## src/inc/pdt_pkg.sv

```systemverilog
// Constants, register map and types of the dual reload down-timer.
package pdt_pkg;

   // ----------------------------------------------------------------
   // Bus geometry
   // ----------------------------------------------------------------
   localparam int         ADDR_W      = 18;
   localparam int         DATA_W      = 32;
   localparam logic [1:0] RESP_OKAY   = 2'b00;
   localparam logic [1:0] RESP_SLVERR = 2'b10;

   // ----------------------------------------------------------------
   // Register indices (byte address is four times the index)
   // ----------------------------------------------------------------
   localparam logic [15:0] IDX_T0_MODE  = 16'hffc0;
   localparam logic [15:0] IDX_OUT_CTL  = 16'hffc1;
   localparam logic [15:0] IDX_RUN    [2] = '{16'hffc2, 16'hffc3};
   localparam logic [15:0] IDX_RLD_LO [2] = '{16'hffc4, 16'hffc6};
   localparam logic [15:0] IDX_RLD_HI [2] = '{16'hffc5, 16'hffc7};
   localparam logic [15:0] IDX_CNT_LO [2] = '{16'hffc8, 16'hffca};
   localparam logic [15:0] IDX_CNT_HI [2] = '{16'hffc9, 16'hffcb};
   localparam logic [15:0] IDX_IRQ_EN   = 16'hffe2;
   localparam logic [15:0] IDX_IRQ_FLAG = 16'hfff2;

   // ----------------------------------------------------------------
   // Field positions and reset values
   // ----------------------------------------------------------------
   localparam int MODE_POL_BIT  = 0;
   localparam int MODE_FILT_BIT = 1;
   localparam int MODE_EVT_BIT  = 2;
   localparam int OUT_SRC_LSB   = 0;
   localparam int OUT_GATE_BIT  = 2;
   localparam int OUT_OUTPUT_CHANNEL_SELECT_BIT = 3;
   localparam int RUN_BIT       = 0;
   localparam int RELOAD_BIT    = 1;
   localparam int RATIO_LSB     = 2;
   localparam logic [3:0] NIB_RST  = 4'h0;
   localparam logic [7:0] BYTE_RST = 8'h00;

   // ----------------------------------------------------------------
   // Timing
   // ----------------------------------------------------------------
   localparam int LS_OSC_HZ     = 32768;
   localparam int FILTER_HZ     = 2048;
   localparam int STROBE_DIV    = LS_OSC_HZ / FILTER_HZ;
   localparam logic [3:0] STROBE_TC = 4'(STROBE_DIV - 1);
   localparam logic [1:0] FILTER_STROBES = 2'h2;
   // Prescaler terminal counts for divide by 1, 4, 32 and 256.
   localparam logic [7:0] PRE_TC [4] = '{8'h00, 8'h03, 8'h1f, 8'hff};

   // ----------------------------------------------------------------
   // Types
   // ----------------------------------------------------------------
   typedef enum logic [1:0] {
      WS_IDLE = 2'b00,
      WS_ADDR = 2'b01,
      WS_DATA = 2'b10,
      WS_RESP = 2'b11
   } pdt_wr_state_t;

   function automatic logic is_mapped(input logic [15:0] idx);
      logic hit;
      hit = (idx == IDX_T0_MODE) || (idx == IDX_OUT_CTL) ||
            (idx == IDX_IRQ_EN) || (idx == IDX_IRQ_FLAG);
      for (int k = 0; k < 2; k++) begin
         hit = hit || (idx == IDX_RUN[k]) || (idx == IDX_RLD_LO[k]) ||
               (idx == IDX_RLD_HI[k]) || (idx == IDX_CNT_LO[k]) ||
               (idx == IDX_CNT_HI[k]);
      end
      return hit;
   endfunction : is_mapped

endpackage : pdt_pkg

```

## src/inc/pdt_tmr_if.sv

```systemverilog
// Interface between the register block and one timer channel.
`timescale 1ns/100ps
interface pdt_tmr_if;
   logic       src_tick;
   logic       bypass;
   logic [1:0] ratio;
   logic [7:0] reload;
   logic       reload_req;
   logic       run_req;
   logic       running;
   logic [7:0] count;
   logic       underflow;

   modport ctl (
      output src_tick, bypass, ratio, reload, reload_req, run_req,
      input  running, count, underflow
   );
   modport core (
      input  src_tick, bypass, ratio, reload, reload_req, run_req,
      output running, count, underflow
   );
endinterface : pdt_tmr_if

```

## src/logic/pdt_timer_core.sv

```systemverilog
// One prescaled 8-bit reloadable down-counter.
`timescale 1ns/100ps
module pdt_timer_core (
   // Clock and reset
   input wire logic aclk,
   input wire logic aresetn,
   // Control and status
   pdt_tmr_if.core  tif
);

   logic [7:0] pre_q;
   logic [7:0] cnt_q;
   logic [7:0] cnt_d;
   logic       run_q;
   logic       uf_q;
   logic       uf_d;
   wire  [7:0] pre_tc = pdt_pkg::PRE_TC[tif.ratio];
   wire        pre_hit = (pre_q == pre_tc);
   // Bypass takes every source tick, so event edges skip the divider.
   wire        clk_en = tif.src_tick && (tif.bypass || pre_hit);

   always_ff @(posedge aclk) begin
      if (!aresetn) begin
         pre_q <= pdt_pkg::BYTE_RST;
      end else if (tif.src_tick) begin
         pre_q <= pre_hit ? pdt_pkg::BYTE_RST : pre_q + 8'h01;
      end
   end

   // ----------------------------------------------------------------
   // Down-counter
   // ----------------------------------------------------------------
   always_comb begin
      cnt_d = cnt_q;
      uf_d  = 1'b0;
      if (clk_en && run_q) begin
         if (cnt_q == pdt_pkg::BYTE_RST) begin
            cnt_d = tif.reload;
            uf_d  = 1'b1;
         end else begin
            cnt_d = cnt_q - 8'h01;
         end
      end
      // A reload request overrides a decrement in the same cycle.
      if (tif.reload_req) begin
         cnt_d = tif.reload;
      end
   end

   always_ff @(posedge aclk) begin
      if (!aresetn) begin
         cnt_q <= pdt_pkg::BYTE_RST;
         run_q <= 1'b0;
         uf_q  <= 1'b0;
      end else begin
         cnt_q <= cnt_d;
         uf_q  <= uf_d;
         if (clk_en) begin
            run_q <= tif.run_req;
         end
      end
   end

   assign tif.count     = cnt_q;
   assign tif.running   = run_q;
   assign tif.underflow = uf_q;

endmodule : pdt_timer_core

```

## src/logic/pdt_top.sv

```systemverilog
// Dual reload down-timer with event input, pulse output, AXI4-Lite regs.
//
// Summary of operation
// - Mode bit 1 makes timer 0 count external events, 0 internal clock.
// - Filter accepts an input change at the second 2048 Hz strobe.
// - Without filter the pin drives timer 0; filter only in event mode.
// - Polarity 0 counts falling edges, 1 rising; ignored in timer mode.
// - Counters load reload value on reload request and on underflow.
// - Count reads as nibbles; low read freezes high; writes ignored.
// - Writing 1 to reload bit loads counter; bit reads 0.
// - Run bit 1 starts, 0 stops; stopped count is held.
// - Run or stop applies only at the next prescaled count clock edge.
// - Run bit reads 1 until the timer has really stopped.
// - Channel select picks timer 0 or timer 1 underflows for pulse.
// - Gate on drives pulse onto pin; off holds pin high.
// - Gating switches the pin asynchronously to the pulse phase.
// - Bits 0 and 1 enable each timer interrupt request.
// - Underflow sets flag regardless of mask; write 1 clears.
// - Reset clears all control bits, flags, reload and count.
// - Source bit picks slow or fast oscillator; ignored in event mode.
// - Ratio codes divide by 1, 4, 32, 256; ignored in event mode.
//
// The AXI4-Lite register port was left to the implementer.
`timescale 1ns/100ps
module pdt_top (
   // Clock and reset
   input  wire logic                       aclk,
   input  wire logic                       aresetn,
   // AXI4-Lite write address and data
   input  wire logic [pdt_pkg::ADDR_W-1:0] s_axi_awaddr,
   input  wire logic [2:0]                 s_axi_awprot,
   input  wire logic                       s_axi_awvalid,
   output wire logic                       s_axi_awready,
   input  wire logic [pdt_pkg::DATA_W-1:0] s_axi_wdata,
   input  wire logic [3:0]                 s_axi_wstrb,
   input  wire logic                       s_axi_wvalid,
   output wire logic                       s_axi_wready,
   // AXI4-Lite write response
   output wire logic [1:0]                 s_axi_bresp,
   output wire logic                       s_axi_bvalid,
   input  wire logic                       s_axi_bready,
   // AXI4-Lite read
   input  wire logic [pdt_pkg::ADDR_W-1:0] s_axi_araddr,
   input  wire logic [2:0]                 s_axi_arprot,
   input  wire logic                       s_axi_arvalid,
   output wire logic                       s_axi_arready,
   output logic      [pdt_pkg::DATA_W-1:0] s_axi_rdata,
   output logic      [1:0]                 s_axi_rresp,
   output logic                            s_axi_rvalid,
   input  wire logic                       s_axi_rready,
   // Oscillator ticks, one cycle per source clock falling edge
   input  wire logic                       low_speed_osc_tick,
   input  wire logic                       high_speed_osc_tick,
   // Event input and pulse output
   input  wire logic                       event_input_pin,
   output logic                            shared_output_pin,
   output logic                            timer_pulse_signal,
   // Interrupt requests to the interrupt controller
   output logic                            t0_irq_req,
   output logic                            t1_irq_req
);

   // ----------------------------------------------------------------
   // Control registers
   // ----------------------------------------------------------------
   logic       event_mode_select_q;
   logic       noise_filter_select_q;
   logic       event_edge_polarity_q;
   logic       output_channel_select_q;
   logic       pulse_output_gate_q;
   logic [1:0] src_sel_q;
   logic [1:0] run_bit_q;
   logic [1:0] ratio_q   [2];
   logic [7:0] reload_q  [2];
   logic [3:0] hold_hi_q [2];
   logic [1:0] irq_en_q;
   logic [1:0] irq_flag_q;
   logic [1:0] irq_flag_d;

   // ----------------------------------------------------------------
   // Write channel
   // ----------------------------------------------------------------
   pdt_pkg::pdt_wr_state_t    ws_q;
   logic [pdt_pkg::ADDR_W-1:0] awaddr_q;
   logic [3:0]                 wdata_q;
   logic                       wstrb_q;
   logic                       wr_do_q;
   logic [1:0]                 bresp_q;

   wire aw_take = s_axi_awvalid && s_axi_awready;
   wire w_take  = s_axi_wvalid && s_axi_wready;
   assign s_axi_awready = (ws_q == pdt_pkg::WS_IDLE) ||
                          (ws_q == pdt_pkg::WS_DATA);
   assign s_axi_wready  = (ws_q == pdt_pkg::WS_IDLE) ||
                          (ws_q == pdt_pkg::WS_ADDR);
   assign s_axi_bvalid  = (ws_q == pdt_pkg::WS_RESP);
   assign s_axi_bresp   = bresp_q;

   wire [15:0] wr_idx = awaddr_q[pdt_pkg::ADDR_W-1:2];
   wire        wr_en  = wr_do_q && wstrb_q;
   wire [15:0] aw_idx = aw_take ? s_axi_awaddr[pdt_pkg::ADDR_W-1:2] : wr_idx;
   wire        wr_ok  = pdt_pkg::is_mapped(aw_idx);

   always_ff @(posedge aclk) begin
      if (!aresetn) begin
         ws_q     <= pdt_pkg::WS_IDLE;
         awaddr_q <= '0;
         wdata_q  <= pdt_pkg::NIB_RST;
         wstrb_q  <= 1'b0;
         wr_do_q  <= 1'b0;
      end else begin
         wr_do_q <= 1'b0;
         if (aw_take) begin
            awaddr_q <= s_axi_awaddr;
         end
         if (w_take) begin
            wdata_q <= s_axi_wdata[3:0];
            wstrb_q <= s_axi_wstrb[0];
         end
         case (ws_q)
            pdt_pkg::WS_IDLE: begin
               if (aw_take && w_take) begin
                  ws_q    <= pdt_pkg::WS_RESP;
                  wr_do_q <= 1'b1;
               end else if (aw_take) begin
                  ws_q <= pdt_pkg::WS_ADDR;
               end else if (w_take) begin
                  ws_q <= pdt_pkg::WS_DATA;
               end
            end
            pdt_pkg::WS_ADDR, pdt_pkg::WS_DATA: begin
               if (aw_take || w_take) begin
                  ws_q    <= pdt_pkg::WS_RESP;
                  wr_do_q <= 1'b1;
               end
            end
            pdt_pkg::WS_RESP: begin
               if (s_axi_bready) begin
                  ws_q <= pdt_pkg::WS_IDLE;
               end
            end
            default: ws_q <= pdt_pkg::WS_IDLE;
         endcase
      end
   end

   always_ff @(posedge aclk) begin
      if (!aresetn) begin
         bresp_q <= pdt_pkg::RESP_OKAY;
      end else if (aw_take || w_take) begin
         bresp_q <= wr_ok ? pdt_pkg::RESP_OKAY : pdt_pkg::RESP_SLVERR;
      end
   end

   // ----------------------------------------------------------------
   // Write decode
   // ----------------------------------------------------------------
   wire wr_mode  = wr_en && (wr_idx == pdt_pkg::IDX_T0_MODE);
   wire wr_out   = wr_en && (wr_idx == pdt_pkg::IDX_OUT_CTL);
   wire wr_irqen = wr_en && (wr_idx == pdt_pkg::IDX_IRQ_EN);
   wire wr_flag  = wr_en && (wr_idx == pdt_pkg::IDX_IRQ_FLAG);

   always_ff @(posedge aclk) begin
      if (!aresetn) begin
         event_mode_select_q   <= 1'b0;
         noise_filter_select_q <= 1'b0;
         event_edge_polarity_q <= 1'b0;
      end else if (wr_mode) begin
         event_mode_select_q   <= wdata_q[pdt_pkg::MODE_EVT_BIT];
         noise_filter_select_q <= wdata_q[pdt_pkg::MODE_FILT_BIT];
         event_edge_polarity_q <= wdata_q[pdt_pkg::MODE_POL_BIT];
      end
   end

   always_ff @(posedge aclk) begin
      if (!aresetn) begin
         output_channel_select_q <= 1'b0;
         pulse_output_gate_q     <= 1'b0;
         src_sel_q               <= 2'b00;
         irq_en_q                <= 2'b00;
      end else begin
         if (wr_out) begin
            output_channel_select_q <= wdata_q[pdt_pkg::OUT_OUTPUT_CHANNEL_SELECT_BIT];
            pulse_output_gate_q     <= wdata_q[pdt_pkg::OUT_GATE_BIT];
            src_sel_q <= wdata_q[pdt_pkg::OUT_SRC_LSB +: 2];
         end
         if (wr_irqen) begin
            irq_en_q <= wdata_q[1:0];
         end
      end
   end

   // ----------------------------------------------------------------
   // Event input path for timer 0
   // ----------------------------------------------------------------
   logic       pin_q;
   logic       acc_q;
   logic [1:0] flt_cnt_q;
   logic [3:0] strobe_div_q;
   logic       lvl_prev_q;

   wire strobe = low_speed_osc_tick &&
                 (strobe_div_q == pdt_pkg::STROBE_TC);
   wire flt_last = (flt_cnt_q == pdt_pkg::FILTER_STROBES - 2'h1);
   wire evt_lvl  = noise_filter_select_q ? acc_q : pin_q;
   wire evt_rise = evt_lvl && !lvl_prev_q;
   wire evt_fall = !evt_lvl && lvl_prev_q;
   wire evt_tick = event_edge_polarity_q ? evt_rise : evt_fall;

   always_ff @(posedge aclk) begin
      if (!aresetn) begin
         pin_q        <= 1'b0;
         acc_q        <= 1'b0;
         flt_cnt_q    <= 2'b00;
         strobe_div_q <= 4'h0;
         lvl_prev_q   <= 1'b0;
      end else begin
         pin_q      <= event_input_pin;
         lvl_prev_q <= evt_lvl;
         if (low_speed_osc_tick) begin
            strobe_div_q <= strobe ? 4'h0 : strobe_div_q + 4'h1;
         end
         // A level that reverts before the second strobe is rejected.
         if (pin_q == acc_q) begin
            flt_cnt_q <= 2'b00;
         end else if (strobe) begin
            if (flt_last) begin
               acc_q     <= pin_q;
               flt_cnt_q <= 2'b00;
            end else begin
               flt_cnt_q <= flt_cnt_q + 2'h1;
            end
         end
      end
   end

   // ----------------------------------------------------------------
   // Timer channels
   // ----------------------------------------------------------------
   pdt_tmr_if tif [2] ();
   logic [1:0] uf;
   logic [1:0] running;
   logic [7:0] count [2];

   genvar i;
   generate
      for (i = 0; i < 2; i++) begin : g_tmr
         wire is_evt = (i == 0) && event_mode_select_q;
         wire os_tick = src_sel_q[i] ? high_speed_osc_tick
                                     : low_speed_osc_tick;
         wire wr_run = wr_en && (wr_idx == pdt_pkg::IDX_RUN[i]);
         wire wr_rlo = wr_en && (wr_idx == pdt_pkg::IDX_RLD_LO[i]);
         wire wr_rhi = wr_en && (wr_idx == pdt_pkg::IDX_RLD_HI[i]);

         assign tif[i].src_tick   = is_evt ? evt_tick : os_tick;
         assign tif[i].bypass     = is_evt;
         assign tif[i].ratio      = ratio_q[i];
         assign tif[i].reload     = reload_q[i];
         assign tif[i].reload_req =
            wr_run && wdata_q[pdt_pkg::RELOAD_BIT];
         assign tif[i].run_req    = run_bit_q[i];
         assign uf[i]      = tif[i].underflow;
         assign running[i] = tif[i].running;
         assign count[i]   = tif[i].count;

         always_ff @(posedge aclk) begin
            if (!aresetn) begin
               run_bit_q[i] <= 1'b0;
               ratio_q[i]   <= 2'b00;
               reload_q[i]  <= pdt_pkg::BYTE_RST;
            end else begin
               if (wr_run) begin
                  run_bit_q[i] <= wdata_q[pdt_pkg::RUN_BIT];
                  ratio_q[i]   <= wdata_q[pdt_pkg::RATIO_LSB +: 2];
               end
               if (wr_rlo) begin
                  reload_q[i][3:0] <= wdata_q;
               end
               if (wr_rhi) begin
                  reload_q[i][7:4] <= wdata_q;
               end
            end
         end

         pdt_timer_core u_core (
            .aclk    (aclk),
            .aresetn (aresetn),
            .tif     (tif[i])
         );
      end
   endgenerate

   // ----------------------------------------------------------------
   // Interrupt flags and pulse output
   // ----------------------------------------------------------------
   logic tpulse_q;

   // Set wins over a clear written in the same cycle.
   assign irq_flag_d = (irq_flag_q & ~({2{wr_flag}} & wdata_q[1:0]))
                       | uf;

   always_ff @(posedge aclk) begin
      if (!aresetn) begin
         irq_flag_q         <= 2'b00;
         tpulse_q           <= 1'b0;
         timer_pulse_signal <= 1'b0;
         shared_output_pin  <= 1'b1;
         t0_irq_req         <= 1'b0;
         t1_irq_req         <= 1'b0;
      end else begin
         irq_flag_q <= irq_flag_d;
         if (uf[output_channel_select_q]) begin
            tpulse_q <= !tpulse_q;
         end
         timer_pulse_signal <= tpulse_q;
         // The gate is not aligned to the pulse phase, so a short first
         // or last low period can appear when it is switched.
         shared_output_pin  <= pulse_output_gate_q ? tpulse_q
                                                   : 1'b1;
         t0_irq_req <= irq_flag_q[0] && irq_en_q[0];
         t1_irq_req <= irq_flag_q[1] && irq_en_q[1];
      end
   end

   // ----------------------------------------------------------------
   // Read channel
   // ----------------------------------------------------------------
   wire [15:0] rd_idx  = s_axi_araddr[pdt_pkg::ADDR_W-1:2];
   wire        ar_take = s_axi_arvalid && s_axi_arready;
   logic [3:0] rd_nib;

   assign s_axi_arready = !s_axi_rvalid;

   always_comb begin
      rd_nib = pdt_pkg::NIB_RST;
      if (rd_idx == pdt_pkg::IDX_T0_MODE) begin
         rd_nib = {1'b0, event_mode_select_q, noise_filter_select_q,
                   event_edge_polarity_q};
      end
      if (rd_idx == pdt_pkg::IDX_OUT_CTL) begin
         rd_nib = {output_channel_select_q, pulse_output_gate_q,
                   src_sel_q};
      end
      if (rd_idx == pdt_pkg::IDX_IRQ_EN) begin
         rd_nib = {2'b00, irq_en_q};
      end
      if (rd_idx == pdt_pkg::IDX_IRQ_FLAG) begin
         rd_nib = {2'b00, irq_flag_q};
      end
      for (int k = 0; k < 2; k++) begin
         if (rd_idx == pdt_pkg::IDX_RUN[k]) begin
            rd_nib = {ratio_q[k], 1'b0,
                      run_bit_q[k] || running[k]};
         end
         if (rd_idx == pdt_pkg::IDX_RLD_LO[k]) begin
            rd_nib = reload_q[k][3:0];
         end
         if (rd_idx == pdt_pkg::IDX_RLD_HI[k]) begin
            rd_nib = reload_q[k][7:4];
         end
         if (rd_idx == pdt_pkg::IDX_CNT_LO[k]) begin
            rd_nib = count[k][3:0];
         end
         if (rd_idx == pdt_pkg::IDX_CNT_HI[k]) begin
            rd_nib = hold_hi_q[k];
         end
      end
   end

   always_ff @(posedge aclk) begin
      if (!aresetn) begin
         s_axi_rvalid <= 1'b0;
         s_axi_rdata  <= '0;
         s_axi_rresp  <= pdt_pkg::RESP_OKAY;
         hold_hi_q    <= '{default: pdt_pkg::NIB_RST};
      end else begin
         if (ar_take) begin
            s_axi_rvalid <= 1'b1;
            s_axi_rdata  <= {28'h0000000, rd_nib};
            s_axi_rresp  <= pdt_pkg::is_mapped(rd_idx) ?
                            pdt_pkg::RESP_OKAY : pdt_pkg::RESP_SLVERR;
            for (int k = 0; k < 2; k++) begin
               if (rd_idx == pdt_pkg::IDX_CNT_LO[k]) begin
                  hold_hi_q[k] <= count[k][7:4];
               end
            end
         end else if (s_axi_rready) begin
            s_axi_rvalid <= 1'b0;
         end
      end
   end

endmodule : pdt_top

```

## config.mk

```make
export PLATFORM = sky130hd
export DESIGN_NAME = pdt_top
export DESIGN_NICKNAME = d
export VERILOG_FILES = /design/src/inc/pdt_pkg.sv /design/src/inc/pdt_tmr_if.sv /design/src/logic/pdt_timer_core.sv /design/src/logic/pdt_top.sv
export SDC_FILE = /design/constraint.sdc
export NUM_CORES = 1
export LEC_CHECK = 0
export BUFFER_PORTS_ARGS = -buffer_cell sky130_fd_sc_hd__buf_2
export CAP_MARGIN = 40
export CORE_ASPECT_RATIO = 0.75
export CORE_MARGIN = 4
export CORE_UTILIZATION = 25
export DETAILED_ROUTE_END_ITERATION = 7
export MAX_ROUTING_LAYER = met4
export SLEW_MARGIN = 10
export SYNTH_ARGS = -nofsm -noshare
export SYNTH_HDL_FRONTEND = slang
export SYNTH_SLANG_ARGS = --single-unit
```

## constraint.sdc

```tcl
create_clock -name aclk -period 4 [get_ports aclk]
set_clock_uncertainty 0.2 [all_clocks]
set_input_delay 0 -clock aclk [delete_from_list [all_inputs] [get_ports aclk]]
set_output_delay 0 -clock aclk [all_outputs]
set_load 0.02 [all_outputs]
```

==> results.toml <==
[run_status]
outcome = "finished, final reports clean"

[hold_path]
timing.hold.worst.class = "in -> reg"

[sta]
fmax_ghz = 0.316
finalHoldWorstSlack_ns = 0.0749
timing_worst_slew_pin_value_ns = 0.896
slew_violations = 0
rsz0062_at_grt = "false"
setup-violations-final = 0
period_minus_slack_ns = 3.16
worst_slew_slack_as_a_fraction_of_its_limit = 0.400
final_hold_viol_count = 0
setup-tns-final_ns = 0
final_min_period_over_clock_period = 0.791

[pwr]
power_per_cell_area_mw_per_mm2 = 432
report.power.total_mw = 3.56
vdd_ir_drop_max_uv = 441
static-leakage-power_nw = 3.24

[floorplanning]
ioPinCount = 133
placeableCoreArea_mm2 = 0.0260
initial_utilization = 0.253
die_area_mm2 = 0.0290
die_y_um = 149
fp.dieW_um = 195
rows = 51

[logic_synthesis]
most_instantiated_flip_flop_cell_in_the_synthesis_netlist = "sky130_fd_sc_hd__dfxtp_1"
synthesized_area_fraction_occupied_by_and_or_nand_nor_cells = 0.263
synth_cell_types = 66
synth-async-reset-ratio = 0
synth.cell_area_mm2 = 0.00658
synth_edf_count = 20
main_combinational_cell_family_by_area_after_synthesis = "simple AND/OR/NAND/NOR gates"
post_synthesis_cell_type_with_the_largest_combined_area = "sky130_fd_sc_hd__dfxtp_1"
synth.top_cells.by_area = "sky130_fd_sc_hd__dfxtp_1, sky130_fd_sc_hd__edfxtp_1, sky130_fd_sc_hd__mux2i_1"
synth_sequential_area_ratio = 0.401
postSynthRegisterBits = 122
synth_mux_area_frac = 0.0692
yosys_warnings = 0
yosys.area_share.xor_xnor = 0.0239
adder_cell_fraction_of_synth_area = 0.0209
syn-instance-count = 790
synth_compound_area_frac = 0.152
proportion_of_netlist_area_held_by_the_largest_area_contributor = 0.310
post_synth.cell_area_avg_um2 = 8.33

[cts]
ctsRootBufferMaster = "sky130_fd_sc_hd__clkbuf_16"
clock_tree.htree_level_count = 4
clk-insertion-delay-late_ns = 0.42
worst_setup_hold_path_clk_slew_ns = 0.06
post_cts_resize_count = 0
clkSinkCount = 122
post-cts-setup-buffer-count = 0
tritoncts.num_buffers = 17
longest_clk_path_bufs = 2
tritoncts_clock_tree = "done"

[layout]
final_non_filler_cell_total = 1252
drive_above_1_share = 0.133
area_delta_synth_final_pct = 25.3
final_common_cell = "sky130_fd_sc_hd__dfxtp_1"
finalNetCount = 993
final.fill_count = 2703
mostFrequentLayoutCells = "sky130_fd_sc_hd__dfxtp_1, sky130_fd_sc_hd__nor2_1, sky130_fd_sc_hd__nand2_1, sky130_fd_sc_hd__buf_2, sky130_fd_sc_hd__a21oi_1"
final_core_utilization = 0.318

[drt]
drt_wl_total_mm = 19.1
via_count = 6102
detail_route.iter0.violations = 649
routed_via_density = 4.87
drt-pass1-iter-count = 5
remaining_drc_errors = 0
route.detailed.wl_per_inst_um = 15.3
remaining_number_of_nets_flagged_by_the_antenna_check_after_routing = 0

[placed_design]
hpwlAfterDp_mm = 13.6
gp_congestion = 0.902
numPlacedInstances = 1162
io_buffers = 61

[critical_path]
critical_path.most_common_cell = "sky130_fd_sc_hd__dlygate4sd3_1"
delay_of_the_slowest_critical_path_stage_ns = 0.57
path_max_fanout = 11
cp_data_arrival_time_ns = 3.33
critPathSlowestCell = "sky130_fd_sc_hd__dlygate4sd3_1"
crit_path_start_kind = "primary input"
worstPathCellList = "dlygate4sd3_1, buf_2, nand2_1, dlygate4sd3_1, nand2_1, dlygate4sd3_1, nand2_1, dlygate4sd3_1, a31oi_1, dlygate4sd3_1"
end_kind = "flip-flop"
critical_path_required_ns = 4.16
critical_path_class = "in -> reg"

[global_route]
grt_first_pass_wirelength_mm = 30.6
overflow = 0
grt_use_total = 0.135
first_global_vias = 5659
antenna_found_initial = 1
grt_start_max_net_pins = 41

[flow_run]
max_cap_viol_count = 0
==> worst paths after layout <==
| kind | startpoint | slack, ns | endpoint | cells past startpoint |
|---|---|---|---|---|
| hold / removal | s_axi_araddr[7] | 0.07 | s_axi_rdata[0] | 5 |
| setup reg to reg | ws_q[0] | 1.09 | ws_q[0] | 8 |
| setup / recovery | s_axi_araddr[5] | 0.84 | s_axi_rresp[1] | 10 |
| hold reg to reg | pulse_output_gate_q | 0.29 | shared_output_pin | 1 |
==> through the flow <==
step / worst slack, ns / cell area (µm²)
after floorplan: 1.67 / 6690
after global placement: 1.24 / 7080
after detailed placement: 1.31 / 7090
after CTS: 0.882 / 8230
after global routing: 0.678 / 8250
final: 0.836 / 8250
==> flip-flops by register name, summed over array words and instances (netlist names), 4 cells and up <==
signal	flops
awaddr_q	16
g_tmr.u_core.pre_q	16
g_tmr.u_core.tif.count	16
reload_q	16
hold_hi_q	8
ratio_q	4
s_axi_rdata	4
strobe_div_q	4
wdata_q	4
==> cells in the mapped netlist, types with 3 or more instances <==
master	instances
sky130_fd_sc_hd__o21ai_1	4
sky130_fd_sc_hd__o21ai_0	27
sky130_fd_sc_hd__nor4_1	8
sky130_fd_sc_hd__or2_2	6
sky130_fd_sc_hd__inv_1	16
sky130_fd_sc_hd__mux2i_1	41
sky130_fd_sc_hd__o21a_1	6
sky130_fd_sc_hd__ha_1	11
sky130_fd_sc_hd__nand3_1	21
sky130_fd_sc_hd__nor3b_1	3
sky130_fd_sc_hd__o22ai_1	5
sky130_fd_sc_hd__nand2_1	93
sky130_fd_sc_hd__nand4_1	21
sky130_fd_sc_hd__a21oi_1	57
sky130_fd_sc_hd__a31oi_1	11
sky130_fd_sc_hd__edfxtp_1	20
sky130_fd_sc_hd__xor2_1	14
sky130_fd_sc_hd__nor2_1	94
sky130_fd_sc_hd__or3_1	11
sky130_fd_sc_hd__or4_1	3
sky130_fd_sc_hd__o211ai_1	7
sky130_fd_sc_hd__and4_1	4
sky130_fd_sc_hd__buf_4	31
sky130_fd_sc_hd__nor2b_1	4
sky130_fd_sc_hd__a22o_1	4
sky130_fd_sc_hd__nor3_1	23
sky130_fd_sc_hd__buf_2	5
sky130_fd_sc_hd__a22oi_1	3
sky130_fd_sc_hd__dfxtp_1	102
sky130_fd_sc_hd__xnor2_1	4
sky130_fd_sc_hd__nand3b_1	5
sky130_fd_sc_hd__nand2b_1	12
sky130_fd_sc_hd__a211oi_1	7
sky130_fd_sc_hd__and3_1	9
sky130_fd_sc_hd__o31ai_1	4
sky130_fd_sc_hd__o221ai_1	3
sky130_fd_sc_hd__clkbuf_1	27
sky130_fd_sc_hd__o32a_1	3
sky130_fd_sc_hd__buf_1	5
sky130_fd_sc_hd__mux2_2	4
sky130_fd_sc_hd__and2_1	20
==> layout make-up <==
cell class,count,area [µm²],area share
Multi-Input combinational cell,612,3600,0.437
Tap cell,344,430,0.0522
Inverter,16,60.1,0.00728
Timing Repair Buffer,125,921,0.112
Clock buffer,20,489,0.0593
Clock inverter,12,101,0.0123
Antenna cell,1,2.50,0.000303
Sequential cell,122,2640,0.320
==> metal layers <==
metal,up-vias,wire length [µm],GRT usage
met5,-,0,-
met4,0,212,0.0345
met3,18,1740,0.0389
met2,246,7790,0.182
met1,2844,9400,0.197
li1,2994,-,-
==> power by group <==
group          switching (mW)  internal, mW  leakage [nW]  total (mW)
logic                   0.374         0.265          1.93       0.640
registers              0.0822          1.32          1.03        1.40
clock network           0.625         0.898         0.283        1.52
total                    1.08          2.48          3.24        3.56
==> cells by family after synthesis <==
kind of cell             count (synthesis)
AO/OA/AOI/OAI                          159
XOR/XNOR                                18
adder cells (fa/ha/maj)                 11
buffers and inverters                   85
flip-flops                             122
multiplexers                            45
other                                    1
AND/OR/NAND/NOR                        349
==> repair_timing <==
item | CTS | global route
setup endpoints to repair | 0 | 0
hold buffers | 55 | 0
endpoints found under the hold margin | 48 | 0
==> worst max-delay path, delay by kind of cell <==
family	cells	cell delay, ns
buffers and inverters	6	2.99
AOI/OAI and AO/OA	1	0.16
and+or+nand+nor	3	0.19
No activity file was read; power rests on OpenSTA's default activity.
